**config.mk**
```make
export PLATFORM = sky130hd
export DESIGN_NAME = papwr_cfg
export DESIGN_NICKNAME = d
export VERILOG_FILES = /design/src/hdl/papwr_pkg.sv /design/src/hdl/papwr_cfg.sv
export VERILOG_INCLUDE_DIRS = /design/src /design/src/hdl
export SDC_FILE = /design/constraint.sdc
export NUM_CORES = 1
export LEC_CHECK = 0
export ABC_AREA = 1
export ABC_CLOCK_PERIOD_IN_PS = 1800
export BUFFER_PORTS_ARGS = -buffer_cell sky130_fd_sc_hd__buf_4
export CORE_MARGIN = 3
export CORE_UTILIZATION = 47
export CTS_CLUSTER_DIAMETER = 30
export DETAILED_ROUTE_END_ITERATION = 6
export PLACE_DENSITY = 0.77
export SETUP_SLACK_MARGIN = 0.5
export SLEW_MARGIN = 20
export SYNTH_ARGS = -nofsm -noshare
export SYNTH_HDL_FRONTEND = slang
export SYNTH_SLANG_ARGS = --single-unit
```
**constraint.sdc**
```tcl
create_clock -name clk_sys_in -period 1.8 [get_ports clk_sys_in]
set_clock_uncertainty 0.05 [all_clocks]
set_input_delay 0.36 -clock clk_sys_in [delete_from_list [all_inputs] [get_ports clk_sys_in]]
set_output_delay 0.36 -clock clk_sys_in [all_outputs]
set_load 0.01 [all_outputs]
```
**src/hdl/papwr_map.svh**
```systemverilog
`ifndef PAPWR_MAP_SVH
`define PAPWR_MAP_SVH

// Register addresses on the serial register port
`define PAPWR_ADDR_BLK_DIV 8'h1a
`define PAPWR_ADDR_STAGES 8'h1b

// Reset values
`define PAPWR_RST_BLK_DIV 8'h00
`define PAPWR_RST_STAGES 8'h00

// Field positions in the block select and divider high register
`define PAPWR_BLK_B_HI 7
`define PAPWR_BLK_B_LO 5
`define PAPWR_BLK_A_HI 4
`define PAPWR_BLK_A_LO 2
`define PAPWR_DIV_HI_HI 1
`define PAPWR_DIV_HI_LO 0

// Field positions in the stage count register
`define PAPWR_CNT_B_HI 7
`define PAPWR_CNT_B_LO 4
`define PAPWR_CNT_A_HI 3
`define PAPWR_CNT_A_LO 0

// Stage count saturation point and number of stages
`define PAPWR_MAX_STAGES 4'hb
`define PAPWR_NUM_STAGES 11
`define PAPWR_NUM_BLOCKS 3

`endif

```
**src/hdl/papwr_pkg.sv**
```systemverilog
package papwr_pkg;

    // Number of enabled PA stages
    typedef logic [3:0] papwr_count_t;

    // Which of the two alternative settings is in use
    typedef enum logic {
        PAPWR_SEL_A = 1'b0,
        PAPWR_SEL_B = 1'b1
    } papwr_sel_t;

endpackage

```
**src/hdl/papwr_cfg.sv**
```systemverilog
`include "papwr_map.svh"

// Summary of operation
// - Bits 7:5 of the first register enable PA blocks 0..2, setting b.
// - Bits 4:2 of the first register enable PA blocks 0..2, setting a.
// - Bits 1:0 of the first register give shaping divider bits 9:8; ratio is value+1.
// - Upper nibble of second register is stage count b, saturating at eleven.
// - Lower nibble of second register is stage count a, saturating at eleven.
// - Exactly as many PA stages turn on as the selected count says.
// - Divider low byte comes from outside and joins the two upper bits here.
// - Armed fail-safe with parity, brownout or lock error forces all PA drivers off.
module papwr_cfg #(
    // Number of PA stages driven by the thermometer decode
    parameter int NUM_STAGES = `PAPWR_NUM_STAGES
) (
    // System clock and reset
    input wire logic clk_sys_in,
    input wire logic sys_rst_in,
    // Serial register port
    input wire logic [7:0] reg_addr_in,
    input wire logic [7:0] reg_wdata_in,
    input wire logic reg_wr_in,
    input wire logic reg_rd_in,
    output logic [7:0] reg_rdata_out,
    output logic reg_hit_out,
    // Divider low byte, setting choice and fail-safe inputs
    input wire logic [7:0] ask_ratio_low_in,
    input wire papwr_pkg::papwr_sel_t setting_sel_in,
    input wire logic failsafe_disable_bit_in,
    input wire logic parity_err_in,
    input wire logic brownout_err_in,
    input wire logic lock_err_in,
    input wire logic shaping_run_in,
    // PA drive and shaping outputs
    output logic [2:0] pa_block_en_out,
    output logic [NUM_STAGES-1:0] pa_stage_en_out,
    output logic [3:0] output_stage_count_out,
    output logic [9:0] ask_shaping_clock_ratio_out,
    output logic shaping_tick_out
);
    import papwr_pkg::*;

    // Register contents
    logic [7:0] blk_div_q;
    logic [7:0] stages_q;
    logic [7:0] rdata_q;

    // Fields of both settings, raw and clipped
    logic [2:0] pa_block_select_a;
    logic [2:0] pa_block_select_b;
    papwr_count_t output_stage_count_a;
    papwr_count_t output_stage_count_b;
    papwr_count_t count_sat_a;
    papwr_count_t count_sat_b;

    // Setting in use and the fail-safe condition
    papwr_count_t count_sel;
    logic [2:0] blk_sel;
    logic failsafe_trip;

    // Registered PA drive
    logic [2:0] blk_en_q;
    logic [NUM_STAGES-1:0] stage_en_d;
    logic [NUM_STAGES-1:0] stage_en_q;
    papwr_count_t count_q;

    // Shaping divider state
    logic [9:0] ratio_q;
    logic [9:0] div_cnt_q;
    logic tick_q;

    // Block select and divider high register; raw bits are kept so that
    // software reads back exactly what it wrote
    always_ff @(posedge clk_sys_in) begin
        if (sys_rst_in) begin
            blk_div_q <= `PAPWR_RST_BLK_DIV;
        end else if (reg_wr_in && (reg_addr_in == `PAPWR_ADDR_BLK_DIV)) begin
            blk_div_q <= reg_wdata_in;
        end
    end

    // Stage count register; nibbles above eleven are stored raw and only
    // clipped where they are used, so a readback never surprises software
    always_ff @(posedge clk_sys_in) begin
        if (sys_rst_in) begin
            stages_q <= `PAPWR_RST_STAGES;
        end else if (reg_wr_in && (reg_addr_in == `PAPWR_ADDR_STAGES)) begin
            stages_q <= reg_wdata_in;
        end
    end

    // Read data lands one cycle after the read strobe; unmapped reads give zero.
    // A read in the same cycle as a write to that register returns the old value.
    always_ff @(posedge clk_sys_in) begin
        if (sys_rst_in) begin
            rdata_q <= 8'h00;
        end else if (reg_rd_in) begin
            case (reg_addr_in)
                `PAPWR_ADDR_BLK_DIV: rdata_q <= blk_div_q;
                `PAPWR_ADDR_STAGES: rdata_q <= stages_q;
                default: rdata_q <= 8'h00;
            endcase
        end
    end

    // Read data straight from its flop
    assign reg_rdata_out = rdata_q;

    // Address decode alone; tells the port whether this block owns the address
    assign reg_hit_out = (reg_addr_in == `PAPWR_ADDR_BLK_DIV) ||
                         (reg_addr_in == `PAPWR_ADDR_STAGES);

    // Field extraction; both settings are decoded all the time so that a
    // change of setting needs no register access
    assign pa_block_select_b = blk_div_q[`PAPWR_BLK_B_HI:`PAPWR_BLK_B_LO];
    assign pa_block_select_a = blk_div_q[`PAPWR_BLK_A_HI:`PAPWR_BLK_A_LO];
    assign output_stage_count_b = stages_q[`PAPWR_CNT_B_HI:`PAPWR_CNT_B_LO];
    assign output_stage_count_a = stages_q[`PAPWR_CNT_A_HI:`PAPWR_CNT_A_LO];

    // Counts above eleven behave as eleven; saturate on use, not on write,
    // which costs two comparators but keeps readback honest
    assign count_sat_b = (output_stage_count_b > `PAPWR_MAX_STAGES) ?
                         `PAPWR_MAX_STAGES : output_stage_count_b;
    assign count_sat_a = (output_stage_count_a > `PAPWR_MAX_STAGES) ?
                         `PAPWR_MAX_STAGES : output_stage_count_a;

    // Setting selection; the same input picks both the blocks and the count
    // so the two can never come from different settings
    assign count_sel = (setting_sel_in == PAPWR_SEL_B) ? count_sat_b : count_sat_a;
    assign blk_sel = (setting_sel_in == PAPWR_SEL_B) ? pa_block_select_b :
                     pa_block_select_a;

    // Fail-safe is armed while the disable bit is low. The error inputs are
    // levels; latching them belongs to the status register outside, so the
    // trip lasts only while an error stands
    assign failsafe_trip = !failsafe_disable_bit_in &&
                           (parity_err_in || brownout_err_in || lock_err_in);

    // Thermometer decode: stage i is on when the count exceeds i, so the
    // number of stages on always equals the count
    for (genvar i = 0; i < NUM_STAGES; i++) begin : g_stage
        assign stage_en_d[i] = (count_sel > 4'(i));
    end

    // PA block enables; a trip overrides every setting held here, and the
    // enables come from a flop so the PA never sees a decode glitch
    always_ff @(posedge clk_sys_in) begin
        if (sys_rst_in) begin
            blk_en_q <= 3'h0;
        end else if (failsafe_trip) begin
            blk_en_q <= 3'h0;
        end else begin
            blk_en_q <= blk_sel;
        end
    end

    // PA stage enables, thermometer coded from the selected count
    always_ff @(posedge clk_sys_in) begin
        if (sys_rst_in) begin
            stage_en_q <= '0;
        end else if (failsafe_trip) begin
            stage_en_q <= '0;
        end else begin
            stage_en_q <= stage_en_d;
        end
    end

    // Selected count as applied; it reads zero while tripped so the reported
    // count always matches the stages actually driven
    always_ff @(posedge clk_sys_in) begin
        if (sys_rst_in) begin
            count_q <= 4'h0;
        end else if (failsafe_trip) begin
            count_q <= 4'h0;
        end else begin
            count_q <= count_sel;
        end
    end

    // Drive outputs straight from their flops
    assign pa_block_en_out = blk_en_q;
    assign pa_stage_en_out = stage_en_q;
    assign output_stage_count_out = count_q;

    // Full ten-bit shaping ratio; the low byte lives in a register outside
    // this block and is taken as a level
    always_ff @(posedge clk_sys_in) begin
        if (sys_rst_in) begin
            ratio_q <= 10'h000;
        end else begin
            ratio_q <= {blk_div_q[`PAPWR_DIV_HI_HI:`PAPWR_DIV_HI_LO], ask_ratio_low_in};
        end
    end

    // Ratio as seen by the shaping logic
    assign ask_shaping_clock_ratio_out = ratio_q;

    // Shaping divider counter: field value n divides by n+1. The compare is
    // greater-or-equal, so a ratio lowered below the running count ends the
    // period at the next edge instead of letting the counter run round
    always_ff @(posedge clk_sys_in) begin
        if (sys_rst_in) begin
            div_cnt_q <= 10'h000;
        end else if (!shaping_run_in) begin
            div_cnt_q <= 10'h000;
        end else if (div_cnt_q >= ratio_q) begin
            div_cnt_q <= 10'h000;
        end else begin
            div_cnt_q <= div_cnt_q + 10'h001;
        end
    end

    // Shaping tick: one cycle wide for a ratio above zero (held high at zero), in the cycle after the counter reaches
    // the ratio; stopping the divider clears it at the next edge
    always_ff @(posedge clk_sys_in) begin
        if (sys_rst_in) begin
            tick_q <= 1'b0;
        end else if (!shaping_run_in) begin
            tick_q <= 1'b0;
        end else begin
            tick_q <= (div_cnt_q >= ratio_q);
        end
    end

    // Tick leaves from its flop
    assign shaping_tick_out = tick_q;

endmodule

```
==> Word-level counts from Yosys, hierarchy flattened <==
Cells that the tools add are included.
Widths: inputs -> output; s select.
{ "totals": {"mem_count": 0, "ram_bits": 0, "romBits": 0, "reg_bits": 63, "latchBits": 0, "in_bits": 34, "wordCells": 42} }
{ "op_classes": {"n_eq_ne": 2, "bitwise": 1, "div": 0, "mux": 5, "reduce_logical": 10, "mul": 0, "shift": 0, "order_cmp": 14, "addsub": 1} }
{ "op_table": {"columns": ["op", "count"], "rows": [
  ["$gt 4x4->1 const B", 5],
  ["$eq 8x5->1 const B", 2],
  ["$gt 4x3->1 const B", 4],
  ["$pmux 8 s2", 1],
  ["$mux 4", 3],
  ["$add 10x1->10 const B", 1],
  ["$ge 10x10->1", 1],
  ["$gt 4x1->1 const B", 2],
  ["$gt 4x2->1 const B", 2],
  ["$reduce_or 2->1", 2],
  ["$logic_and 1x1->1", 3],
  ["$logic_or 1x1->1", 3],
  ["$mux 3", 1],
  ["$reduce_or 3->1", 1],
  ["$logic_not 1->1", 1],
  ["$not 1->1", 1]
]} }

==> Logic depth before layout (Yosys ltp) <==
Gate-level depths: netlist of the first run.
{ "depth": {"ltp_word": 4, "ltp_mapped": 10, "mapped_depth_nobuf": 10} }

==> Worst setup path before layout of the first run <==
OpenSTA, ideal clock, no wires.
{ "synth_path": {"path_type": "register to register", "startpoint": "register ratio_q[9] (netlist: ask_shaping_clock_ratio_out[9])", "endpoint": "register div_cnt_q[0]", "slack_ns": 0.349, "arrival_time_ns": 1.332, "required_ns": 1.681, "setup_time_ns": 0.069, "stages_incl_launch_ff": 8, "path_cell_list": "dfxtp_1 > inv_1 > ha_1 > nand2_1 > inv_1 > a21oi_1 > nand4_2 > nor2_1"} }
{ "synth_between": {"elab_chain_len": 2} }
{ "synth_lines": {"columns": ["item", "line_no", "text"], "rows": [
  ["from (decl)", "papwr_cfg.sv:68", "logic [9:0] ratio_q;"],
  ["from (signal assigned)", "papwr_cfg.sv:191", "ratio_q <= {blk_div_q[`PAPWR_DIV_HI_HI:`PAPWR_DIV_HI_LO], ask_ratio_low_in};"],
  ["$ge 10x10->1", "papwr_cfg.sv:206", "end else if (div_cnt_q >= ratio_q) begin"],
  ["$reduce_or 3->1 (no source line)", null, null],
  ["to (signal assigned)", "papwr_cfg.sv:209", "div_cnt_q <= div_cnt_q + 10'h001;"],
  ["to (decl)", "papwr_cfg.sv:69", "logic [9:0] div_cnt_q;"]
]} }
No other way between the ends.
A chain may end at the register's enable or synchronous reset.

==> Final worst setup path of the first run <==
{ "layout_path": {"startpoint": "register div_cnt_q[0]", "endpoint": "register div_cnt_q[7]"} }
{ "layout_between": {"elab_chain_len": 2} }
{ "layout_lines": {"columns": ["item", "line_no"], "rows": [
  ["$ge 10x10->1", "papwr_cfg.sv:206"],
  ["$reduce_or 3->1 (no source line)", null]
]} }
Parallel ways exist; a longest one is shown, timed or not.

==> run_results.csv, run 1 <==
group,metric,value,unit
hold_path,min_from,"ask_ratio_low_in[7]",
synthesis,async_reset_ff_frac,0,
placed_design,gp_congestion,0.843,
outcome,run_status,"complete, no violations",
timing,worst_pin_slew,447,ps
worst_setup_path,critPathRequiredTime,2010,ps
hold_path,min_to,"ask_shaping_clock_ratio_out[7]",
global_routing,grt_pass1_wl,11400,µm
placed_design,dp_hpwl,4610,µm
power,p_clk_frac,0.404,
global_routing,grtUsageTotal,0.204,
placed_design,port-buffer-count,71,
floorplan,dieArea,6890,µm²
floorplan,fp.dieH,83.0,µm
synthesis,synthTopCellsByArea,"dfxtp_1 (45%), nand2_1 (12%), inv_1 (7.8%)",
synthesis,synth_xor_area_frac,0.0157,
hold_path,hp-class,"in -> reg",
global_routing,gr-total-overflow,0,
synthesis,synth_edf_count,0,
power,swShare,0.251,
clock_tree,cts-root-buf,"clkbuf_8",
timing,layout_setup_ws,390,ps
worst_setup_path,rr_startpoint,"div_cnt_q[0]",
synthesis,syn-num-nets,420,
hold_path,hold_depth,3,
drt,routed_wl,6840,µm
global_routing,grt_pass1_vias,2602,
floorplan,die_w,83.0,µm
worst_setup_path,worst-endpoint-arrival,1620,ps
synthesis,synth.largest_area_cell,"dfxtp_1",
drt,vias,2617,
timing,timing.fmax,0.709,GHz
drt,postRouteAntennaNets,0,
synthesis,yosys.area_share.adder,0.0494,
clock_tree,cts_buffers,9,
floorplan,start_util,0.497,
synthesis,yosysTopAreaCellShare,0.453,
final_layout,design_area,3950,µm²
timing,hold_viol_final,0,
floorplan,core-area,5610,µm²
power,p_leak,1.86,nW
clock_tree,cts_tree,"done",
synthesis,synth_compound_area_frac,0.0526,
worst_setup_path,reg2reg_to,"div_cnt_q[7]",
worst_setup_path,startpoint_type,"flop",
power,p_int,2.20,mW
clock_tree,cts.sinks,63,
worst_setup_path,end_kind,"flop",
timing,fin_hold_ws,170,ps
final_layout,finish.utilization,0.705,
global_routing,grt_max_degree,37,
synthesis,synth_seq_cells,63,
synthesis,yosysMostFrequentCell,"nand2_1",
worst_setup_path,r2r_cells,7,
worst_setup_path,cp_max_fo,5,
synthesis,synthDistinctLibCells,29,
job,drv_cap,0,
power,power_density,742,nW/µm²
timing,slew_violations,0,
global_routing,grt_use_met2,0.328,
timing,setup_viol,0,
worst_setup_path,crit_type,"reg -> reg",
floorplan,num_rows,27,
timing,slew_headroom,0.701,
final_layout,n_antenna_cell,0,
global_routing,top_usage_layer,"met2",
power,peakVddDrop,0.000491,V
power,power_frac_seq,0.488,
final_layout,syn_to_final_growth,41.9,%
placed_design,placed_area,3440,µm²
timing,tns,0,ps
clock_tree,clkSlewWorstSetupHoldPaths,80,ps
timing,fin_crit_sh,0.783,
synthesis,yosysWarnings,0,
drt,via_per_inst,4.87,
synthesis,synthMuxAreaShare,0,
synthesis,synth_top_family_by_area,"simple AND/OR/NAND/NOR gates",
drt,wl_per_cell,12.7,µm
synthesis,ys.flop_type,"dfxtp_1",
final_layout,drive_above_1_share,0.381,
power,power_switching,0.735,mW
drt,drcViolationCount,0,
clock_tree,htree_num_levels,3,
synthesis,synth_commonest_cells,"nand2_1 (89), dfxtp_1 (63), inv_1 (58)",
worst_setup_path,r2r_slack,390,ps
clock_tree,clk_latency,340,ps
floorplan,pin_count,72,
drt,dr.pass1.iters,4,
placed_design,pre_cts_slack,269,ps
global_routing,antenna_found_initial,0,
timing,rsz0062_at_grt,"yes",
synthesis,syn_avg_cell_area,7.43,µm²
global_routing,grt_util_met1,0.250,
clock_tree,clock_path_buffers,2,
synthesis,ys_seq_area_frac,0.453,
synthesis,syn_inst,375,
power,combPwrFrac,0.108,
synthesis,yosys.area_share.simple,0.322,
global_routing,gr-usage-met3,0.0625,
final_layout,final_nets,505,
timing,min_period,1410,ps
drt,first_iter_violations,95,
synthesis,syn-cell-area,2790,µm²
==> layout by cell type (no fill, tap or decap), types with 3 or more instances in the layout <==
cell      count
xor2_1        3
clkbuf_8      9
nor2_1       45
nand4_1      10
ha_4          6
nand2_1      74
nand2_2      13
dfxtp_1      47
nor2_2        7
ha_1          3
nand3_1      30
o21ai_0       3
clkinv_4      3
dfxtp_4       3
buf_4        78
nor2_8        3
dfxtp_2      13
buf_6         5
clkinv_2      3
a21oi_1      20
inv_4         3
nand2_4       4
inv_2         9
inv_1        46
==> power by group through the flow <==
| stage | clock [mW] | combinational (mW) | sequential [mW] |
|---|---|---|---|
| floorplan | 0 | 0.141 | 1.47 |
| detailed placement | 0 | 0.270 | 1.47 |
| finish | 1.19 | 0.317 | 1.43 |
| global route | 1.27 | 0.350 | 1.43 |
| global placement | 0 | 0.265 | 1.47 |
| CTS | 1.20 | 0.294 | 1.43 |
==> cells by family (layout without fill, tap and decap cells) <==
group,count (synthesis),after routing
and+or+nand+nor,196,197
buffers and inverters,72,161
DFF,63,63
AOI/OAI and AO/OA,28,28
adders and majority gates,11,11
xor gates and xnor gates,5,5
==> through the flow <==
| step | cells | total power [mW] |
|---|---|---|
| final | 537 | 2.93 |
| after global routing | 537 | 3.05 |
| after CTS | 532 | 2.92 |
| after detailed placement | 509 | 1.74 |
| after global placement | 509 | 1.73 |
| after floorplan | 375 | 1.62 |
==> critical path, cell delays in order (launching register included) <==
cell and delay [ps]:
dfxtp_2 370, inv_1 60, ha_1 280, nand2_1 80, nand3_2 80, nand3_4 100
nand4_4 180, nor2_2 130
==> flip-flops by register name, summed over array words and instances (netlist names) <==
register / flops
output_stage_count_out: 4
stages_q: 8
pa_block_en_out: 3
reg_rdata_out: 8
div_cnt_q: 10
blk_div_q: 8
ask_shaping_clock_ratio_out: 10
pa_stage_en_out: 11
shaping_tick_out: 1
==> final cells by class <==
class / instances / area (µm²)
multi-input combinational: 241 / 1470
tap: 72 / 90.1
timing repair buffer: 84 / 657
clock buffer: 10 / 128
clock inverter: 6 / 61.3
inverter: 61 / 254
fill: 433 / 1660
sequential: 63 / 1290
==> worst max path at each step <==
| stage | depth (start not counted) | to | slack (ps) | from |
|---|---|---|---|---|
| after floorplan | 7 | div_cnt_q[0] | 480 | ask_shaping_clock_ratio_out[9] |
| after global placement | 7 | reg_hit_out | 280 | reg_addr_in[5] |
| after detailed placement | 7 | reg_hit_out | 270 | reg_addr_in[5] |
| after CTS | 7 | reg_hit_out | 380 | reg_addr_in[0] |
| after global routing | 7 | div_cnt_q[1] | 330 | div_cnt_q[0] |
| final | 7 | div_cnt_q[7] | 390 | div_cnt_q[0] |
==> metal layers <==
layer / up-vias / routed length (µm)
met5: - / 0
met4: 0 / 129
met3: 12 / 480
met2: 89 / 3370
met1: 1177 / 2860
li1: 1339 / -
==> timing repair <==
| action | 4_1_cts | 5_1_grt |
|---|---|---|
| buffers inserted | 6 | 5 |
| setup endpoints to repair | 12 | 16 |
| hold buffers | 0 | 0 |
| cloned | 1 | 0 |
| pin swaps | 15 | 22 |
| resized for setup | 34 | 30 |
Power figures use the tool's default switching activity.
==> run 2: changes to the inputs <==
- ABC_AREA: 1 -> 0
- ABC_CLOCK_PERIOD_IN_PS: 1800 -> 1350
- PLACE_DENSITY: 0.77 -> 0.78
- clock period: 1.8 -> 1.35 ns (I/O delays scaled with it)
==> run 2 against run 1 <==
Against the previous run:
- largest power group unchanged
- design area is 11% higher
- die area down 5.3%
- highest routed layer unchanged
- the flow now finishes with violations (negative setup slack)
- via count fell by 2.7%
- synthesized cell count fell by 27%
- final cell count is 13% lower
- sequential power up 34%
- register-to-register slack worse by 730 ps
==> run_results.csv, run 2 <==
group,metric,value,unit
power,power_density,875,nW/µm²
synthesis,synth_commonest_cells,"dfxtp_1 (63), inv_1 (20), a21oi_1 (17)",
synthesis,syn_avg_cell_area,9.58,µm²
synthesis,syn-num-nets,319,
synthesis,yosysWarnings,0,
drt,drcViolationCount,0,
final_layout,final_common_cell,"buf_4",
final_layout,final_nets,438,
worst_setup_path,rr_startpoint,"ask_shaping_clock_ratio_out[9]",
timing,timing.fmax,0.590,GHz
power,p_int,2.84,mW
timing,rsz0062_at_grt,"yes",
drt,vias,2547,
global_routing,grtUsageTotal,0.254,
drt,dr.pass1.iters,4,
drt,postRouteAntennaNets,0,
worst_setup_path,end_kind,"flop",
drt,via_per_inst,5.44,
placed_design,port-buffer-count,71,
worst_setup_path,crit_type,"reg -> reg",
clock_tree,cts_buffers,9,
timing,setup_viol,36,
clock_tree,clk_latency,340,ps
final_layout,n_antenna_cell,0,
worst_setup_path,cp_cell_sequence,"inv_2 > ha_4 > nand4_1 > o311ai_4 > buf_6 > nor3_2",
worst_setup_path,startpoint_type,"flop",
power,power_frac_seq,0.499,
power,p_leak,1.77,nW
final_layout,final_cell_count_no_fill,468,
synthesis,synthTopCellsByArea,"dfxtp_1 (48%), ha_1 (5.2%), a211oi_2 (3.8%)",
timing,slew_headroom,0.743,
floorplan,fp.dieH,80.8,µm
synthesis,syn-cell-area,2630,µm²
synthesis,ys.flop_type,"dfxtp_1",
drt,wl_per_cell,18.4,µm
placed_design,gp_congestion,0.838,
drt,routed_wl,8600,µm
final_layout,syn_to_final_growth,66.9,%
floorplan,dieArea,6520,µm²
clock_tree,cts-root-buf,"clkbuf_8",
power,peakVddDrop,0.000598,V
clock_tree,cts.sinks,63,
drt,first_iter_violations,104,
synthesis,synth_edf_count,0,
global_routing,gr-usage-met3,0.0521,
worst_setup_path,startpoint,"ask_shaping_clock_ratio_out[9]",
global_routing,gr-total-overflow,0,
power,power,3.83,mW
power,p_clk_frac,0.383,
worst_setup_path,reg2reg_to,"div_cnt_q[2]",
worst_setup_path,crit_path_top_delay_cell,"o311ai_4",
timing,fin_crit_sh,1.26,
power,power_switching,0.995,mW
timing,hold_viol_final,0,
worst_setup_path,critPathRequiredTime,1530,ps
timing,min_period,1690,ps
timing,slew_violations,0,
synthesis,async_reset_ff_frac,0,
power,combPwrFrac,0.118,
global_routing,grt_max_degree,23,
placed_design,dp_cells,433,
global_routing,grt_pass1_wl,12400,µm
global_routing,grt_util_met1,0.285,
global_routing,top_usage_layer,"met2",
worst_setup_path,r2r_cells,6,
global_routing,grt_pass1_vias,2595,
floorplan,core-area,5270,µm²
final_layout,largest_reg_flops,11,
final_layout,drive_above_1_share,0.673,
timing,worst_pin_slew,383,ps
global_routing,antenna_found_initial,0,
worst_setup_path,cp_max_fo,5,
synthesis,synth_seq_cells,63,
floorplan,pin_count,72,
clock_tree,clock_path_buffers,2,
clock_tree,cts_tree,"done",
clock_tree,holdBufCountCts,0,
clock_tree,clkSlewWorstSetupHoldPaths,70,ps
worst_setup_path,max_stage_delay,410,ps
outcome,failed_checks,"negative setup slack",
clock_tree,htree_num_levels,3,
worst_setup_path,cp.buffers_inverters,2,
outcome,run_status,"finished, violations left",
worst_setup_path,crit_family,"compound AO/OA/AOI/OAI gates",
placed_design,dp_hpwl,4850,µm
worst_setup_path,endpoint,"div_cnt_q[2]",
job,drv_cap,0,
power,swShare,0.259,
synthesis,synthDistinctLibCells,40,
hold_path,hold_depth,2,
synthesis,yosysMostFrequentCell,"dfxtp_1",
worst_setup_path,r2r_slack,-340,ps
synthesis,ys_seq_area_frac,0.480,
synthesis,syn_inst,274,
timing,layout_setup_ws,-345,ps
global_routing,grt_use_met2,0.445,
hold_path,hp-class,"in -> reg",
worst_setup_path,worst-endpoint-arrival,1880,ps
final_layout,final_cell_mix,"buf_4 (70), buf_6 (50), dfxtp_2 (42)",
synthesis,yosysTopAreaCellShare,0.480,
floorplan,start_util,0.498,
floorplan,num_rows,26,
floorplan,die_w,80.8,µm
synthesis,synth.largest_area_cell,"dfxtp_1",
worst_setup_path,cp_num_cells,6,
[run 2: worst reg2reg max path, cell delays in order (launching register included)]
cell and delay (ps):
dfxtp_2 350, inv_2 50, ha_4 270, nand4_1 220, o311ai_4 410, buf_6 190, nor3_2 50
[run 2: worst min path at each step]
stage                   startpoint                             end
2_1_floorplan           sys_rst_in  ask_shaping_clock_ratio_out[8]
3_3_place_gp          blk_div_q[0]  ask_shaping_clock_ratio_out[8]
3_5_place_dp          blk_div_q[1]  ask_shaping_clock_ratio_out[9]
4_1_cts        ask_ratio_low_in[3]  ask_shaping_clock_ratio_out[3]
5_1_grt        ask_ratio_low_in[3]  ask_shaping_clock_ratio_out[3]
6_report       ask_ratio_low_in[3]  ask_shaping_clock_ratio_out[3]
[run 2: routing by layer]
metal,routed length [µm],part of all wire
met2,4260,0.50
met3,415,0.048
met1,3530,0.41
met5,0,0
met4,393,0.046
[run 2: logic make-up (layout without fill, tap and decap cells)]
group,after synthesis,after routing,share of synthesized area
compound gates,56,56,0.153
simple gates,97,98,0.213
fa+ha+maj,11,11,0.0524
xor+xnor,8,8,0.0267
buf+inv,33,156,0.0505
flops,63,63,0.480
mux,6,6,0.0238
[run 2: area by class of cell]
type | count | area (µm²)
well taps | 70 | 87.6
repair buffers | 120 | 1090
fillers | 265 | 887
clock buffers | 11 | 141
clock inverters | 5 | 33.8
multi-input cells | 179 | 1630
inverters | 20 | 75.1
flip-flops and latches | 63 | 1330
[run 2: repair_timing]
item                       4_1_cts  5_1_grt
setup endpoints to repair       88       88
pin swaps                       23       21
gates resized for setup        130       39
cloned                           3        0
buffers inserted                 5       11
[run 2: metrics by stage]
step | instance area, µm² | TNS, ps | utilization | setup WS (ps) | hold WS, ps
finish | 4380 | -6390 | 0.832 | -345 | 89.2
global route | 4380 | -7580 | 0.832 | -399 | 84.8
CTS | 4150 | -4120 | 0.788 | -244 | 82.4
detailed placement | 3500 | -14830 | 0.664 | -523 | 421
global placement | 3500 | -13600 | 0.664 | -485 | 419
floorplan | 2750 | -9130 | - | -355 | 293
[run 2: power by group through the flow]
stage | sequential (mW) | combinational [mW] | clock (mW)
after global placement | 1.95 | 0.347 | 0
after CTS | 1.91 | 0.402 | 1.46
after detailed placement | 1.95 | 0.355 | 0
after floorplan | 1.97 | 0.158 | 0
final | 1.91 | 0.451 | 1.47
after global routing | 1.92 | 0.482 | 1.58
==> run 3: changes to the inputs <==
- ABC_CLOCK_PERIOD_IN_PS: 1350 -> 1600
- clock period: 1.35 -> 1.6 ns (I/O delays scaled with it)
==> run 3 against run 2 <==
Against the previous run:
- the flow still finishes with violations (negative setup slack)
- maximum frequency grew 0.33%
- core utilization shrank 0.76 points
- hold slack gained 48 ps
- clock power shrank 6%
- setup slack gained 260 ps
- register-to-register slack gained 260 ps
- largest cell class unchanged
- highest routed layer unchanged
==> run_results.csv, run 3 (synthesis gave the netlist of run 2 again) <==
group,metric,value,unit
outcome,run_status,"finished, violations left",
outcome,failed_checks,"negative setup slack",
worst_setup_path,worst-endpoint-arrival,1870,ps
placed_design,pre_cts_slack,-332,ps
clock_tree,cts.sinks,63,
worst_setup_path,critPathRequiredTime,1780,ps
final_layout,finish.utilization,0.824,
hold_path,hold_depth,2,
drt,drcViolationCount,0,
worst_setup_path,crit_type,"reg -> reg",
clock_tree,clk_latency,340,ps
global_routing,grtUsageTotal,0.234,
worst_setup_path,r2r_cells,6,
final_layout,final_common_cell,"buf_4",
floorplan,pin_count,72,
clock_tree,holdBufCountCts,0,
placed_design,placed_area,3430,µm²
hold_path,hp-class,"in -> reg",
global_routing,gr-total-overflow,0,
job,drv_cap,0,
worst_setup_path,end_kind,"flop",
global_routing,grt_pass1_wl,11400,µm
timing,min_period,1690,ps
placed_design,gp_congestion,0.819,
timing,fin_hold_ws,137,ps
placed_design,port-buffer-count,71,
timing,worst_pin_slew,405,ps
timing,tns,-963,ps
clock_tree,clock_path_buffers,2,
final_layout,final_nets,431,
global_routing,grt_max_degree,35,
worst_setup_path,r2r_slack,-90,ps
clock_tree,cts_tree,"done",
floorplan,start_util,0.498,
hold_path,min_from,"ask_ratio_low_in[5]",
drt,wl_per_cell,17.7,µm
global_routing,grt_pass1_vias,2470,
final_layout,n_antenna_cell,0,
timing,layout_setup_ws,-89.1,ps
floorplan,dieArea,6520,µm²
timing,slew_violations,0,
timing,timing.fmax,0.592,GHz
worst_setup_path,rr_startpoint,"ask_shaping_clock_ratio_out[8]",
timing,fin_crit_sh,1.06,
final_layout,design_area,4340,µm²
final_layout,final_cell_mix,"buf_4 (57), buf_6 (56), dfxtp_2 (41)",
timing,setup_viol,17,
final_layout,drive_above_1_share,0.650,
power,power_density,773,nW/µm²
drt,postRouteAntennaNets,0,
floorplan,num_rows,26,
floorplan,die_w,80.8,µm
worst_setup_path,startpoint_type,"flop",
final_layout,syn_to_final_growth,65.4,%
hold_path,min_to,"ask_shaping_clock_ratio_out[5]",
floorplan,fp.dieH,80.8,µm
timing,rsz0062_at_grt,"yes",
timing,hold_viol_final,0,
drt,first_iter_violations,164,
floorplan,core-area,5270,µm²
power,power,3.36,mW
clock_tree,htree_num_levels,3,
power,p_leak,1.74,nW
drt,dr.pass1.iters,4,
drt,routed_wl,8150,µm
global_routing,antenna_found_initial,0,
worst_setup_path,cp_max_fo,5,
final_layout,largest_reg_flops,11,
placed_design,dp_hpwl,4510,µm
worst_setup_path,startpoint,"ask_shaping_clock_ratio_out[8]",
clock_tree,cts-root-buf,"clkbuf_8",
clock_tree,cts_buffers,9,
final_layout,final_cell_count_no_fill,461,
clock_tree,clkSlewWorstSetupHoldPaths,70,ps
power,peakVddDrop,0.000563,V
drt,via_per_inst,5.47,
worst_setup_path,reg2reg_to,"div_cnt_q[1]",
timing,slew_headroom,0.730,
placed_design,dp_cells,424,
drt,vias,2520,
[run 3: cell count changes in the layout (fill, tap and decap cells not counted), sizes merged]
| cell | change |
|---|---|
| buf | -7 |
| clkbuf | +2 |
| clkinv | -2 |
| bufinv | +1 |
| clkinvlp | -1 |
[run 3: repair_timing]
action,4_1_cts,5_1_grt
buffers inserted,11,8
gates cloned,2,0
endpoints found under the setup margin,85,87
gates resized for setup,113,53
pin swaps,15,35
[run 3: cell type report]
type,instances,area [µm²]
clock buffer,13,149
clock inverter,3,42.5
fill,277,927
inverter,20,75.1
multi-input combinational,179,1600
sequential,63,1330
tap,70,87.6
timing repair buffer,113,1060
[run 3: how the worst max path moves through the flow]
stage / depth (start not counted) / end / slack (ps)
final: 6 / div_cnt_q[1] / -90
after global routing: 6 / div_cnt_q[1] / -150
after CTS: 6 / div_cnt_q[9] / -7
after detailed placement: 5 / stages_q[6] / -330
after global placement: 5 / stages_q[6] / -300
after floorplan: 3 / blk_div_q[0] / -160
[run 3: power breakdown]
part           leakage (nW)  total [mW]  switching [mW]  internal [mW]
sequential            0.532        1.62          0.0209           1.59
combinational          1.12       0.363           0.172          0.190
clock                0.0936        1.38           0.616          0.762
[run 3: critical path: stages, from the launching register on]
cell      delay (ps)
dfxtp_2          340
inv_1             80
ha_4             270
nand4_1          240
o311ai_4         350
buf_6            180
nor3b_2           50
[run 3: per-layer routing]
metal / GRT usage / up-vias / share of wire
met5: 0 / - / 0
met4: 0.133 / 0 / 0.033
met3: 0.0543 / 25 / 0.055
met2: 0.411 / 101 / 0.52
met1: 0.257 / 1220 / 0.39
li1: - / 1174 / -
